$ cat config.mk
export PLATFORM = sky130hd
export DESIGN_NAME = kod_detect
export DESIGN_NICKNAME = d
export VERILOG_FILES = /design/src/kod_pkg.sv /design/src/kod_detect.sv /design/src/kod_us_timer.sv
export SDC_FILE = /design/constraint.sdc
export NUM_CORES = 1
export LEC_CHECK = 0
export BUFFER_PORTS_ARGS = -buffer_cell sky130_fd_sc_hd__buf_4
export CAP_MARGIN = 40
export CELL_PAD_IN_SITES_DETAIL_PLACEMENT = 1
export CELL_PAD_IN_SITES_GLOBAL_PLACEMENT = 1
export CORE_MARGIN = 4
export CORE_UTILIZATION = 45
export DETAILED_ROUTE_END_ITERATION = 8
export GPL_TIMING_DRIVEN = 0
export PLACE_DENSITY_LB_ADDON = 0.1
export SLEW_MARGIN = 20
export SYNTH_ARGS = -nofsm -noshare
export SYNTH_HDL_FRONTEND = slang
export SYNTH_SLANG_ARGS = --single-unit
$ cat constraint.sdc
create_clock -name mclk_i -period 3.06 [get_ports mclk_i]
set_clock_uncertainty 0.15 [all_clocks]
set_input_delay 0.153 -clock mclk_i [delete_from_list [all_inputs] [get_ports mclk_i]]
set_output_delay 0.153 -clock mclk_i [all_outputs]
set_load 0.005 [all_outputs]
$ cat src/kod_pkg.sv
// Purpose: shared constants, types and decode functions for the
//          k-line protocol detector
// Assumes: 25 MHz clock, apb register access
// Notes: times are kept in their own unit and the cycles per microsecond set here
package kod_pkg;

	// clock and time base
	localparam int CLK_NS = 40;
	localparam int CYC_PER_US = 1000 / CLK_NS;
	localparam int FAST_TMO_US = 25000; // response timeout, fast init
	localparam int SLOW_TMO_US = 0; // response timeout, 5 baud init
	localparam int P2_WIN_US = 50000; // accepted request-to-response window
	localparam int KEY_WAIT_US = 400000; // wait for sync and key bytes
	localparam int MIN_GAP_9141_MS = 25;
	localparam int MIN_GAP_FAST_MS = 0;
	localparam int TMR_W = 20;

	// service and pattern bytes
	localparam logic [7:0] SVC_START = 8'h81;
	localparam logic [7:0] RSP_START_POS = 8'hc1;
	localparam logic [7:0] RSP_NEG = 8'h7f;
	localparam logic [7:0] SVC_PIDS = 8'h01;
	localparam logic [7:0] PID_ZERO = 8'h00;
	localparam logic [7:0] RSP_PIDS_POS = 8'h41;
	localparam logic [7:0] ADDR_FUNC = 8'h33;

	// key bytes and response format bytes
	localparam logic [7:0] KB_HI_14230 = 8'h8f;
	localparam logic [7:0] KB_LO_E9 = 8'he9;
	localparam logic [7:0] KB_LO_6B = 8'h6b;
	localparam logic [7:0] KB_LO_6D = 8'h6d;
	localparam logic [7:0] KB_LO_EF = 8'hef;
	localparam logic [7:0] KB_9141_SLOW = 8'h08;
	localparam logic [7:0] KB_9141_FAST = 8'h94;
	localparam logic [7:0] FMT_9141 = 8'h48;
	localparam logic [7:0] FMT_14230 = 8'h80;
	localparam logic [15:0] UNDEF_TAG = 16'hffff; // arbitrary value
	localparam logic [7:0] SRC_INVALID = 8'hff;
	localparam logic [2:0] HDR_LEN = 3'h3;

	// register byte offsets
	localparam logic [7:0] REG_CTRL = 8'h00;
	localparam logic [7:0] REG_STAT = 8'h04;
	localparam logic [7:0] REG_KEYS = 8'h08;
	localparam logic [7:0] REG_RESP = 8'h0c;
	localparam logic [7:0] REG_TAG = 8'h10;
	localparam int CTRL_START = 0;
	localparam int CTRL_XHDR = 1;
	localparam int CTRL_TAGV = 2;
	localparam logic [2:0] CTRL_RST = 3'h0;

	typedef enum logic [1:0] {
		PROTO_NONE = 2'h0,
		PROTO_9141 = 2'h1,
		PROTO_14230 = 2'h2
	} kod_proto_e;

	typedef enum logic [1:0] {
		HF_NONE = 2'h0,
		HF_3B = 2'h1,
		HF_1OR3 = 2'h2,
		HF_1OR3_LEN = 2'h3
	} kod_hdrfmt_e;

	typedef struct packed {
		logic [7:0] hi;
		logic [7:0] lo;
	} kod_keys_s;

	typedef struct packed {
		kod_proto_e proto;
		kod_hdrfmt_e hdr;
		logic [7:0] fmt;
		logic [7:0] gap_ms;
	} kod_class_s;

	// classify a key byte pair
	function automatic kod_class_s kod_classify(input kod_keys_s k);
		kod_class_s c;
		c = '{PROTO_NONE, HF_NONE, 8'h00, 8'h00};
		if (k.hi == KB_HI_14230) begin
			c.proto = PROTO_14230;
			c.fmt = FMT_14230;
			c.gap_ms = 8'(MIN_GAP_FAST_MS);
			case (k.lo)
				KB_LO_E9, KB_LO_6B: c.hdr = HF_3B;
				KB_LO_6D: c.hdr = HF_1OR3;
				KB_LO_EF: c.hdr = HF_1OR3_LEN;
				default: c = '{PROTO_NONE, HF_NONE, 8'h00, 8'h00};
			endcase
		end else if (k.hi == k.lo &&
				(k.lo == KB_9141_SLOW || k.lo == KB_9141_FAST)) begin
			c.proto = PROTO_9141;
			c.hdr = HF_3B;
			c.fmt = FMT_9141;
			c.gap_ms = (k.lo == KB_9141_SLOW) ? 8'(MIN_GAP_9141_MS) :
				8'(MIN_GAP_FAST_MS);
		end
		return c;
	endfunction

	// two-byte pattern match
	function automatic logic kod_match2(input logic [7:0] a,
			input logic [7:0] b, input logic [7:0] ea,
			input logic [7:0] eb);
		return (a == ea) && (b == eb);
	endfunction

endpackage

$ cat src/kod_detect.sv
// Purpose: k-line protocol detector, fast init then 5 baud init
// Assumes: a byte link layer below does bit timing and wake-up pulses
// Notes: bytes arrive with a three byte header; eom marks message end
//
// Our own choices: register access over APB and the register offsets.

// Function
// - after a good 5 baud init the transport layer is picked from the key bytes.
// - key bytes 0x8F with 0xE9, 0x6B, 0x6D or 0xEF mean the keyword protocol.
// - key byte pairs 0x08,0x08 and 0x94,0x94 mean the slow-init protocol.
// - a unit that reported 0x94 may answer at once; answers count within 0 to 50 ms.
// - the response timeout is 25000 us for fast init and 0 for 5 baud init.
// - fast init sends a start request whose data is the byte 0x81.
// - in fast init 0xC1 is a positive answer and 0x7F 0x81 a negative one.
// - 5 baud init starts by sending address 0x33 at 5 baud.
// - after 5 baud init 0x01 0x00 is sent; 0x41 0x00 is positive, 0x7F 0x01 negative.
// - with the extra header option set, the source address from the third header byte is returned.
// - answers carry the undefined tag until the tag table is configured.
// - the format byte reads 0x48 for the slow-init and 0x80 for the keyword protocol.
// - keyword key bytes decode to header formats.
// - fast init is tried first and 5 baud init follows as fallback.
module kod_detect
	import kod_pkg::*;
#(
	parameter int FAST_TMO = FAST_TMO_US,
	parameter int WIN_TMO = P2_WIN_US,
	parameter int KEY_TMO = KEY_WAIT_US
) (
	// clock and reset
	input wire logic mclk_i,
	input wire logic rst_b_i,
	// apb slave
	input wire logic psel_i,
	input wire logic penable_i,
	input wire logic pwrite_i,
	input wire logic [7:0] paddr_i,
	input wire logic [31:0] pwdata_i,
	output logic [31:0] prdata_o,
	output logic pready_o,
	output logic pslverr_o,
	// byte link towards the k-line
	output logic tx_valid_o,
	output logic [7:0] tx_byte_o,
	output logic tx_slow_o,
	output logic tx_wake_o,
	input wire logic tx_done_i,
	input wire logic rx_valid_i,
	input wire logic [7:0] rx_byte_i,
	input wire logic rx_eom_i,
	// per response report
	output logic resp_valid_o,
	output logic [7:0] resp_src_o,
	output logic [15:0] resp_tag_o
);

	typedef enum logic [9:0] {
		ST_IDLE = 10'b00_0000_0001,
		ST_F_WAKE = 10'b00_0000_0010,
		ST_F_SEND = 10'b00_0000_0100,
		ST_F_RESP = 10'b00_0000_1000,
		ST_S_ADDR = 10'b00_0001_0000,
		ST_S_KEYS = 10'b00_0010_0000,
		ST_S_REQ = 10'b00_0100_0000,
		ST_S_RESP = 10'b00_1000_0000,
		ST_DONE = 10'b01_0000_0000,
		ST_FAIL = 10'b10_0000_0000
	} kod_state_e;

	kod_state_e state_q;
	logic [2:0] ctrl_q;
	logic start_q;
	logic [15:0] tag_q;
	kod_keys_s keys_q;
	kod_class_s cls_q;
	logic slow_init_q;
	logic [15:0] tmo_max_q;
	logic [2:0] cnt_q;
	logic [7:0] b0_q;
	logic [7:0] src_q;
	logic pos_q;
	logic idx_q;
	logic tmr_load_q;
	logic [TMR_W-1:0] tmr_us_q;
	logic expired;
	logic apb_acc;
	logic [2:0] pay;
	logic is_pos;
	logic is_neg;
	kod_class_s cls_now;

	// access phase handshake: one wait state, answer registered
	assign apb_acc = psel_i & penable_i & ~pready_o;

	// timeout counter shared by the fast response, key byte and 5 baud response waits
	kod_us_timer u_tmr (
		.mclk_i(mclk_i),
		.rst_b_i(rst_b_i),
		.load_i(tmr_load_q),
		.us_i(tmr_us_q),
		.expired_o(expired)
	);

	// apb answer and read data
	always_ff @(posedge mclk_i or negedge rst_b_i) begin
		if (!rst_b_i) begin
			pready_o <= 1'b0;
			pslverr_o <= 1'b0;
			prdata_o <= 32'h0000_0000;
		end else begin
			pready_o <= apb_acc;
			pslverr_o <= 1'b0;
			prdata_o <= 32'h0000_0000;
			if (apb_acc) begin
				case (paddr_i)
					REG_CTRL: prdata_o <= {29'h0, ctrl_q};
					REG_STAT: prdata_o <= {16'h0, state_q[9:8] == 2'b0 ?
						1'b0 : 1'b1, 3'h0, state_q[9], state_q[8],
						slow_init_q, ~state_q[0], tmo_max_q[15:8] == 8'h0 ?
						8'h00 : 8'h01};
					REG_KEYS: prdata_o <= {cls_q.fmt, 4'h0, cls_q.hdr,
						cls_q.proto, keys_q};
					REG_RESP: prdata_o <= {cls_q.gap_ms, src_q, tmo_max_q};
					REG_TAG: prdata_o <= {16'h0, tag_q};
					default: pslverr_o <= 1'b1;
				endcase
			end
		end
	end

	// software control: option bits and start pulse
	always_ff @(posedge mclk_i or negedge rst_b_i) begin
		if (!rst_b_i) begin
			ctrl_q <= CTRL_RST;
			start_q <= 1'b0;
			tag_q <= UNDEF_TAG;
		end else begin
			start_q <= 1'b0;
			if (apb_acc && pwrite_i) begin
				if (paddr_i == REG_CTRL) begin
					ctrl_q <= {pwdata_i[CTRL_TAGV], pwdata_i[CTRL_XHDR],
						1'b0};
					start_q <= pwdata_i[CTRL_START];
				end
				if (paddr_i == REG_TAG)
					tag_q <= pwdata_i[15:0];
			end
		end
	end

	// response payload position and pattern checks
	assign pay = cnt_q - HDR_LEN;
	assign is_pos = slow_init_q ? kod_match2(b0_q, rx_byte_i,
		RSP_PIDS_POS, PID_ZERO) : (b0_q == RSP_START_POS);
	assign is_neg = slow_init_q ? kod_match2(b0_q, rx_byte_i, RSP_NEG,
		SVC_PIDS) : kod_match2(b0_q, rx_byte_i, RSP_NEG,
		SVC_START);
	assign cls_now = kod_classify('{hi: rx_byte_i, lo: keys_q.lo});

	// detection sequence
	always_ff @(posedge mclk_i or negedge rst_b_i) begin
		if (!rst_b_i) begin
			state_q <= ST_IDLE;
			tx_valid_o <= 1'b0;
			tx_byte_o <= 8'h00;
			tx_slow_o <= 1'b0;
			tx_wake_o <= 1'b0;
			slow_init_q <= 1'b0;
			tmo_max_q <= 16'h0000;
			tmr_load_q <= 1'b0;
			tmr_us_q <= '0;
			keys_q <= '0;
			cls_q <= '{PROTO_NONE, HF_NONE, 8'h00, 8'h00};
			idx_q <= 1'b0;
			pos_q <= 1'b0;
		end else begin
			tmr_load_q <= 1'b0;
			case (state_q)
				ST_IDLE, ST_DONE, ST_FAIL: begin
					if (start_q) begin
						state_q <= ST_F_WAKE;
						slow_init_q <= 1'b0;
						tmo_max_q <= 16'(FAST_TMO_US);
						cls_q <= '{PROTO_NONE, HF_NONE, 8'h00, 8'h00};
						keys_q <= '0;
						pos_q <= 1'b0;
						tx_wake_o <= 1'b1;
					end
				end
				ST_F_WAKE: begin
					if (tx_done_i) begin
						tx_wake_o <= 1'b0;
						tx_valid_o <= 1'b1;
						tx_byte_o <= SVC_START;
						state_q <= ST_F_SEND;
					end
				end
				ST_F_SEND: begin
					if (tx_done_i) begin
						tx_valid_o <= 1'b0;
						tmr_load_q <= 1'b1;
						tmr_us_q <= TMR_W'(FAST_TMO);
						state_q <= ST_F_RESP;
					end
				end
				ST_F_RESP: begin
					if (rx_valid_i && pay == 3'h1 && is_pos) begin
						pos_q <= 1'b1;
						cls_q <= '{PROTO_14230, HF_NONE, FMT_14230,
							8'(MIN_GAP_FAST_MS)};
					end
					if (expired && !tmr_load_q) begin
						if (pos_q) begin
							state_q <= ST_DONE;
						end else begin
							// fast init gave no positive answer: fall back
							state_q <= ST_S_ADDR;
							slow_init_q <= 1'b1;
							tmo_max_q <= 16'(SLOW_TMO_US);
							tx_valid_o <= 1'b1;
							tx_slow_o <= 1'b1;
							tx_byte_o <= ADDR_FUNC;
						end
					end
				end
				ST_S_ADDR: begin
					if (tx_done_i) begin
						tx_valid_o <= 1'b0;
						tx_slow_o <= 1'b0;
						tmr_load_q <= 1'b1;
						tmr_us_q <= TMR_W'(KEY_TMO);
						idx_q <= 1'b0;
						state_q <= ST_S_KEYS;
					end
				end
				ST_S_KEYS: begin
					// sync byte, then low key byte, then high key byte
					if (rx_valid_i) begin
						if (idx_q == 1'b0 && cnt_q == 3'h1) begin
							keys_q.lo <= rx_byte_i;
							idx_q <= 1'b1;
						end else if (idx_q) begin
							keys_q.hi <= rx_byte_i;
							cls_q <= cls_now;
							if (cls_now.proto == PROTO_NONE) begin
								state_q <= ST_FAIL;
							end else begin
								tx_valid_o <= 1'b1;
								tx_byte_o <= SVC_PIDS;
								idx_q <= 1'b0;
								state_q <= ST_S_REQ;
							end
						end
					end else if (expired && !tmr_load_q) begin
						state_q <= ST_FAIL;
					end
				end
				ST_S_REQ: begin
					if (tx_done_i) begin
						if (!idx_q) begin
							tx_byte_o <= PID_ZERO;
							idx_q <= 1'b1;
						end else begin
							tx_valid_o <= 1'b0;
							tmr_load_q <= 1'b1;
							tmr_us_q <= TMR_W'(WIN_TMO);
							state_q <= ST_S_RESP;
						end
					end
				end
				ST_S_RESP: begin
					if (rx_valid_i && pay == 3'h1 && is_pos)
						pos_q <= 1'b1;
					if (expired && !tmr_load_q)
						state_q <= pos_q ? ST_DONE : ST_FAIL;
				end
				default: state_q <= ST_IDLE;
			endcase
		end
	end

	// header capture and per response reporting
	always_ff @(posedge mclk_i or negedge rst_b_i) begin
		if (!rst_b_i) begin
			cnt_q <= 3'h0;
			b0_q <= 8'h00;
			src_q <= SRC_INVALID;
			resp_valid_o <= 1'b0;
			resp_src_o <= SRC_INVALID;
			resp_tag_o <= UNDEF_TAG;
		end else begin
			resp_valid_o <= 1'b0;
			if (rx_valid_i) begin
				cnt_q <= rx_eom_i ? 3'h0 :
					(cnt_q == 3'h7 ? cnt_q : cnt_q + 3'h1);
				if (pay == 3'h0)
					b0_q <= rx_byte_i;
				if (cnt_q == 3'h2 && ctrl_q[CTRL_XHDR])
					src_q <= rx_byte_i;
				if ((state_q == ST_F_RESP || state_q == ST_S_RESP) &&
						pay == 3'h1 && (is_pos || is_neg)) begin
					resp_valid_o <= 1'b1;
					resp_src_o <= ctrl_q[CTRL_XHDR] ? src_q :
						SRC_INVALID;
					resp_tag_o <= ctrl_q[CTRL_TAGV] ? tag_q :
						UNDEF_TAG;
				end
			end
		end
	end
endmodule

$ cat src/kod_us_timer.sv
// Purpose: microsecond timeout counter
// Assumes: load pulse starts a fresh count
// Notes: a load of zero expires on the next edge
module kod_us_timer
	import kod_pkg::*;
(
	// clock and reset
	input wire logic mclk_i,
	input wire logic rst_b_i,
	// control
	input wire logic load_i,
	input wire logic [TMR_W-1:0] us_i,
	// status
	output logic expired_o
);

	logic [4:0] pre_q;
	logic [TMR_W-1:0] us_q;
	logic run_q;

	// prescaler to one microsecond ticks and the down counter
	always_ff @(posedge mclk_i or negedge rst_b_i) begin
		if (!rst_b_i) begin
			pre_q <= 5'h0;
			us_q <= '0;
			run_q <= 1'b0;
			expired_o <= 1'b0;
		end else if (load_i) begin
			pre_q <= 5'h0;
			us_q <= us_i;
			run_q <= 1'b1;
			expired_o <= 1'b0;
		end else if (run_q) begin
			if (us_q == '0) begin
				run_q <= 1'b0;
				expired_o <= 1'b1;
			end else if (pre_q == 5'(CYC_PER_US - 1)) begin
				pre_q <= 5'h0;
				us_q <= us_q - 1'b1;
			end else begin
				pre_q <= pre_q + 1'b1;
			end
		end
	end

endmodule

==> impl_metrics.toml <==
[run_status]
outcome = "finished, final reports clean"

[sta]
hold_violations = 0
period_share_pct = 95.4
hold_slack_ps = 13.2
fmax_mhz = 343
worst_pin_slew_ps = 897
setup_viol = 0
final_max_slew_viol_count = 0
slew-limit-headroom_pct = 39.3
min_period_ps = 2920

[worst_setup_path]
start_kind = "primary input"
critPathMaxStageDelay_ps = 590
worst-r2r-cell-count = 8
required_ps = 3270
cp.arrival_ps = 3130
critPathMaxFanout = 10
setup.worst_path.class = "primary input to flip-flop"
end_kind = "flip-flop"
critical_path.cell_chain = "dlygate4sd3_1 > buf_4 > nand2_1 > dlygate4sd3_1 > nor2_1 > and3_1 > buf_2 > buf_2 > mux2_2"
crit_slowest_cell = "nor2_1"

[finish]
finalCoreUtilization_pct = 57.2
stdcell_area_sq_um = 10300
nets = 999
layout-drive-gt1-share_pct = 30.1
fill_cells = 1982
antenna_cells = 0
areaGrowthSynthToFinish_pct = 24.8

[cts]
cts.sinks = 168
numCtsBuffers = 17
cts_tree = "built"
h-tree-depth = 4
cts.clk_slew.worst_paths_ps = 70
worstSkewPairLatency_ps = 430
cts_buffer_depth = 2
cts-root-buf = "clkbuf_16"

[power_and_ir_drop]
p_leak_nw = 4.66
clkPwrFrac_pct = 43.0
vdd_drop_max_mv = 0.408
pwr-share-seq_pct = 46.9
p_comb_share_pct = 10.1
p_switching_mw = 1.30
internal_power_mw = 3.63
power.density_nw_per_um2 = 481
switching_share_pct = 26.4

[die]
fp.dieH_um = 143
die_w_um = 143
top_level_ports = 126
initial_core_util_pct = 45.8
coreArea_sq_um = 18000
rows = 49
fp.dieArea_sq_um = 20500

[synthesis]
synth_cell_types = 69
ys_seq_area_share_pct = 51.8
synth.top_cells.by_count = "dfrtp_1, mux2_2, dfstp_2"
synth_warnings = 0
syn_area_sq_um = 8230
syn_inst = 773
synthArstFlopShare_pct = 100
synth_most_common_cell = "dfrtp_1"
synth_top_area_cell = "dfrtp_1"
synth-main-ff-cell = "dfrtp_1"
synth_edf_count = 0
synthTopCellsByArea = "dfrtp_1, dfstp_2, mux2_2"
ys_ff_latch = 168
avgSynthCellArea_sq_um = 10.6
synth_top_area_share_pct = 36.2

[route]
wire_per_inst_um = 21.0
drc = 0
postRouteAntennaNets = 0
drtPass1Iterations = 5
dr.first_iter.drc_count = 522
via_count = 6829
via_per_inst = 5.81
drt-total-wl_mm = 24.6

[placement]
place_hpwl_mm = 17.4
placedInstanceArea_sq_um = 9330
gp_congestion = 0.866
io_buffers = 100

[hold_path]
min_path_type = "primary input to flip-flop"
hold_depth = 3

[global_routing]
grt_pass1_wl_mm = 39.4
grt_overflow = 0
grtUsageTotal_pct = 24.6
grt_pass1_vias = 7222
antenna_found_initial = 0
grt_max_degree = 91

[run]
max_cap_violations = 0
-- what timing repair did --
action | 4_1_cts | 5_1_grt
resized for setup | 2 | 3
setup endpoints to repair | 27 | 48
hold buffers | 30 | 0
pin swaps | 0 | 1
gates cloned | 0 | 0
hold endpoints to repair | 124 | 0
buffers inserted | 0 | 2
-- cells by family after synthesis --
| kind of cell | Yosys count | synth area share [%] |
|---|---|---|
| multiplexers | 75 | 10.1 |
| adder cells (fa/ha/maj) | 10 | 1.52 |
| AND/OR/NAND/NOR | 259 | 17.3 |
| flip-flops | 168 | 51.8 |
| XOR/XNOR | 16 | 1.70 |
| AO/OA/AOI/OAI | 149 | 12.4 |
| other | 1 | 0.0456 |
| buffers and inverters | 95 | 5.11 |
-- placed cells by master (no fill, tap or decap), types with 25 or more instances in the layout --
| cell | synthesis | final |
|---|---|---|
| a21oi_1 | 25 | 25 |
| buf_4 | 10 | 110 |
| clkbuf_1 | 29 | 30 |
| dfrtp_1 | 119 | 119 |
| dfstp_2 | 49 | 49 |
| dlygate4sd3_1 | 0 | 30 |
| inv_1 | 43 | 43 |
| mux2_2 | 60 | 60 |
| nand2_1 | 42 | 42 |
| nand2b_1 | 27 | 27 |
| nand3_1 | 25 | 25 |
| nor2_1 | 48 | 48 |
| o21ai_0 | 39 | 39 |
-- area by class of cell --
class / instances / area [sq um] / area share (%)
plain buffers: 52 / 259 / 2.52
clock buffers: 20 / 479 / 4.66
flip-flops and latches: 168 / 4270 / 41.5
multi-input cells: 515 / 3600 / 35.0
clock inverters: 12 / 96.3 / 0.938
well taps: 229 / 287 / 2.79
repair buffers: 136 / 1130 / 11.0
inverters: 43 / 161 / 1.57
-- path summary, 6_finish.rpt --
| check | to | slack, ps | startpoint |
|---|---|---|---|
| worst min register to register | u_tmr.pre_q[4] | 320 | u_tmr.pre_q[4] |
| worst min-delay path | keys_q[1] | 10 | rx_byte_i[1] |
| max in group asynchronous | resp_tag_o[6] | 1740 | rst_b_i |
| min in group asynchronous | u_tmr.us_q[0] | 110 | rst_b_i |
| worst max-delay path | tag_q[1] | 140 | penable_i |
| worst max register to register | keys_q[11] | 180 | state_q[0] |
-- state kept, by name, summed over array words and instances (netlist names), 2 cells and up --
register     cells
b0_q             8
u_tmr.pre_q      5
src_q            8
resp_src_o       8
tag_q           16
tx_byte_o        3
cls_q            5
keys_q          16
u_tmr.us_q      20
tmr_us_q         6
cnt_q            3
ctrl_q           2
prdata_o        28
state_q         10
resp_tag_o      16
-- power groups by stage --
stage	combinational, mW	sequential (mW)	clock [mW]
2_1_floorplan	0.259	2.34	0
3_3_place_gp	0.431	2.35	0
3_5_place_dp	0.452	2.35	0
4_1_cts	0.489	2.31	2.16
5_1_grt	0.545	2.32	2.26
6_report	0.499	2.31	2.12
-- critical path, delay by kind of cell --
| kind | cells | cell delay, ps |
|---|---|---|
| buffers and inverters | 5 | 1700 |
| muxes | 1 | 390 |
| and+or+nand+nor | 3 | 890 |
-- per-stage QoR --
stage | setup TNS, ps | cells | worst slack (ps) | total power, mW
2_1_floorplan | 0 | 778 | 456 | 2.60
3_3_place_gp | -2750 | 1107 | -183 | 2.78
3_5_place_dp | -3880 | 1110 | -249 | 2.80
4_1_cts | 0 | 1172 | 25.9 | 4.96
5_1_grt | -86.0 | 1175 | -29.6 | 5.12
6_report | 0 | 1175 | 142 | 4.94
-- routing by layer --
layer  up-vias  routed length [um]  part of all wire, %  global-route usage [%]
li1       3091                   -                    -                       -
met1      3484               10800                   44                    34.2
met2       224               12100                   49                    40.5
met3        30                1420                  5.8                    4.45
met4         0                 324                  1.3                    5.75
met5         -                   0                    0                       0
No activity file was read; power rests on OpenSTA's default activity.
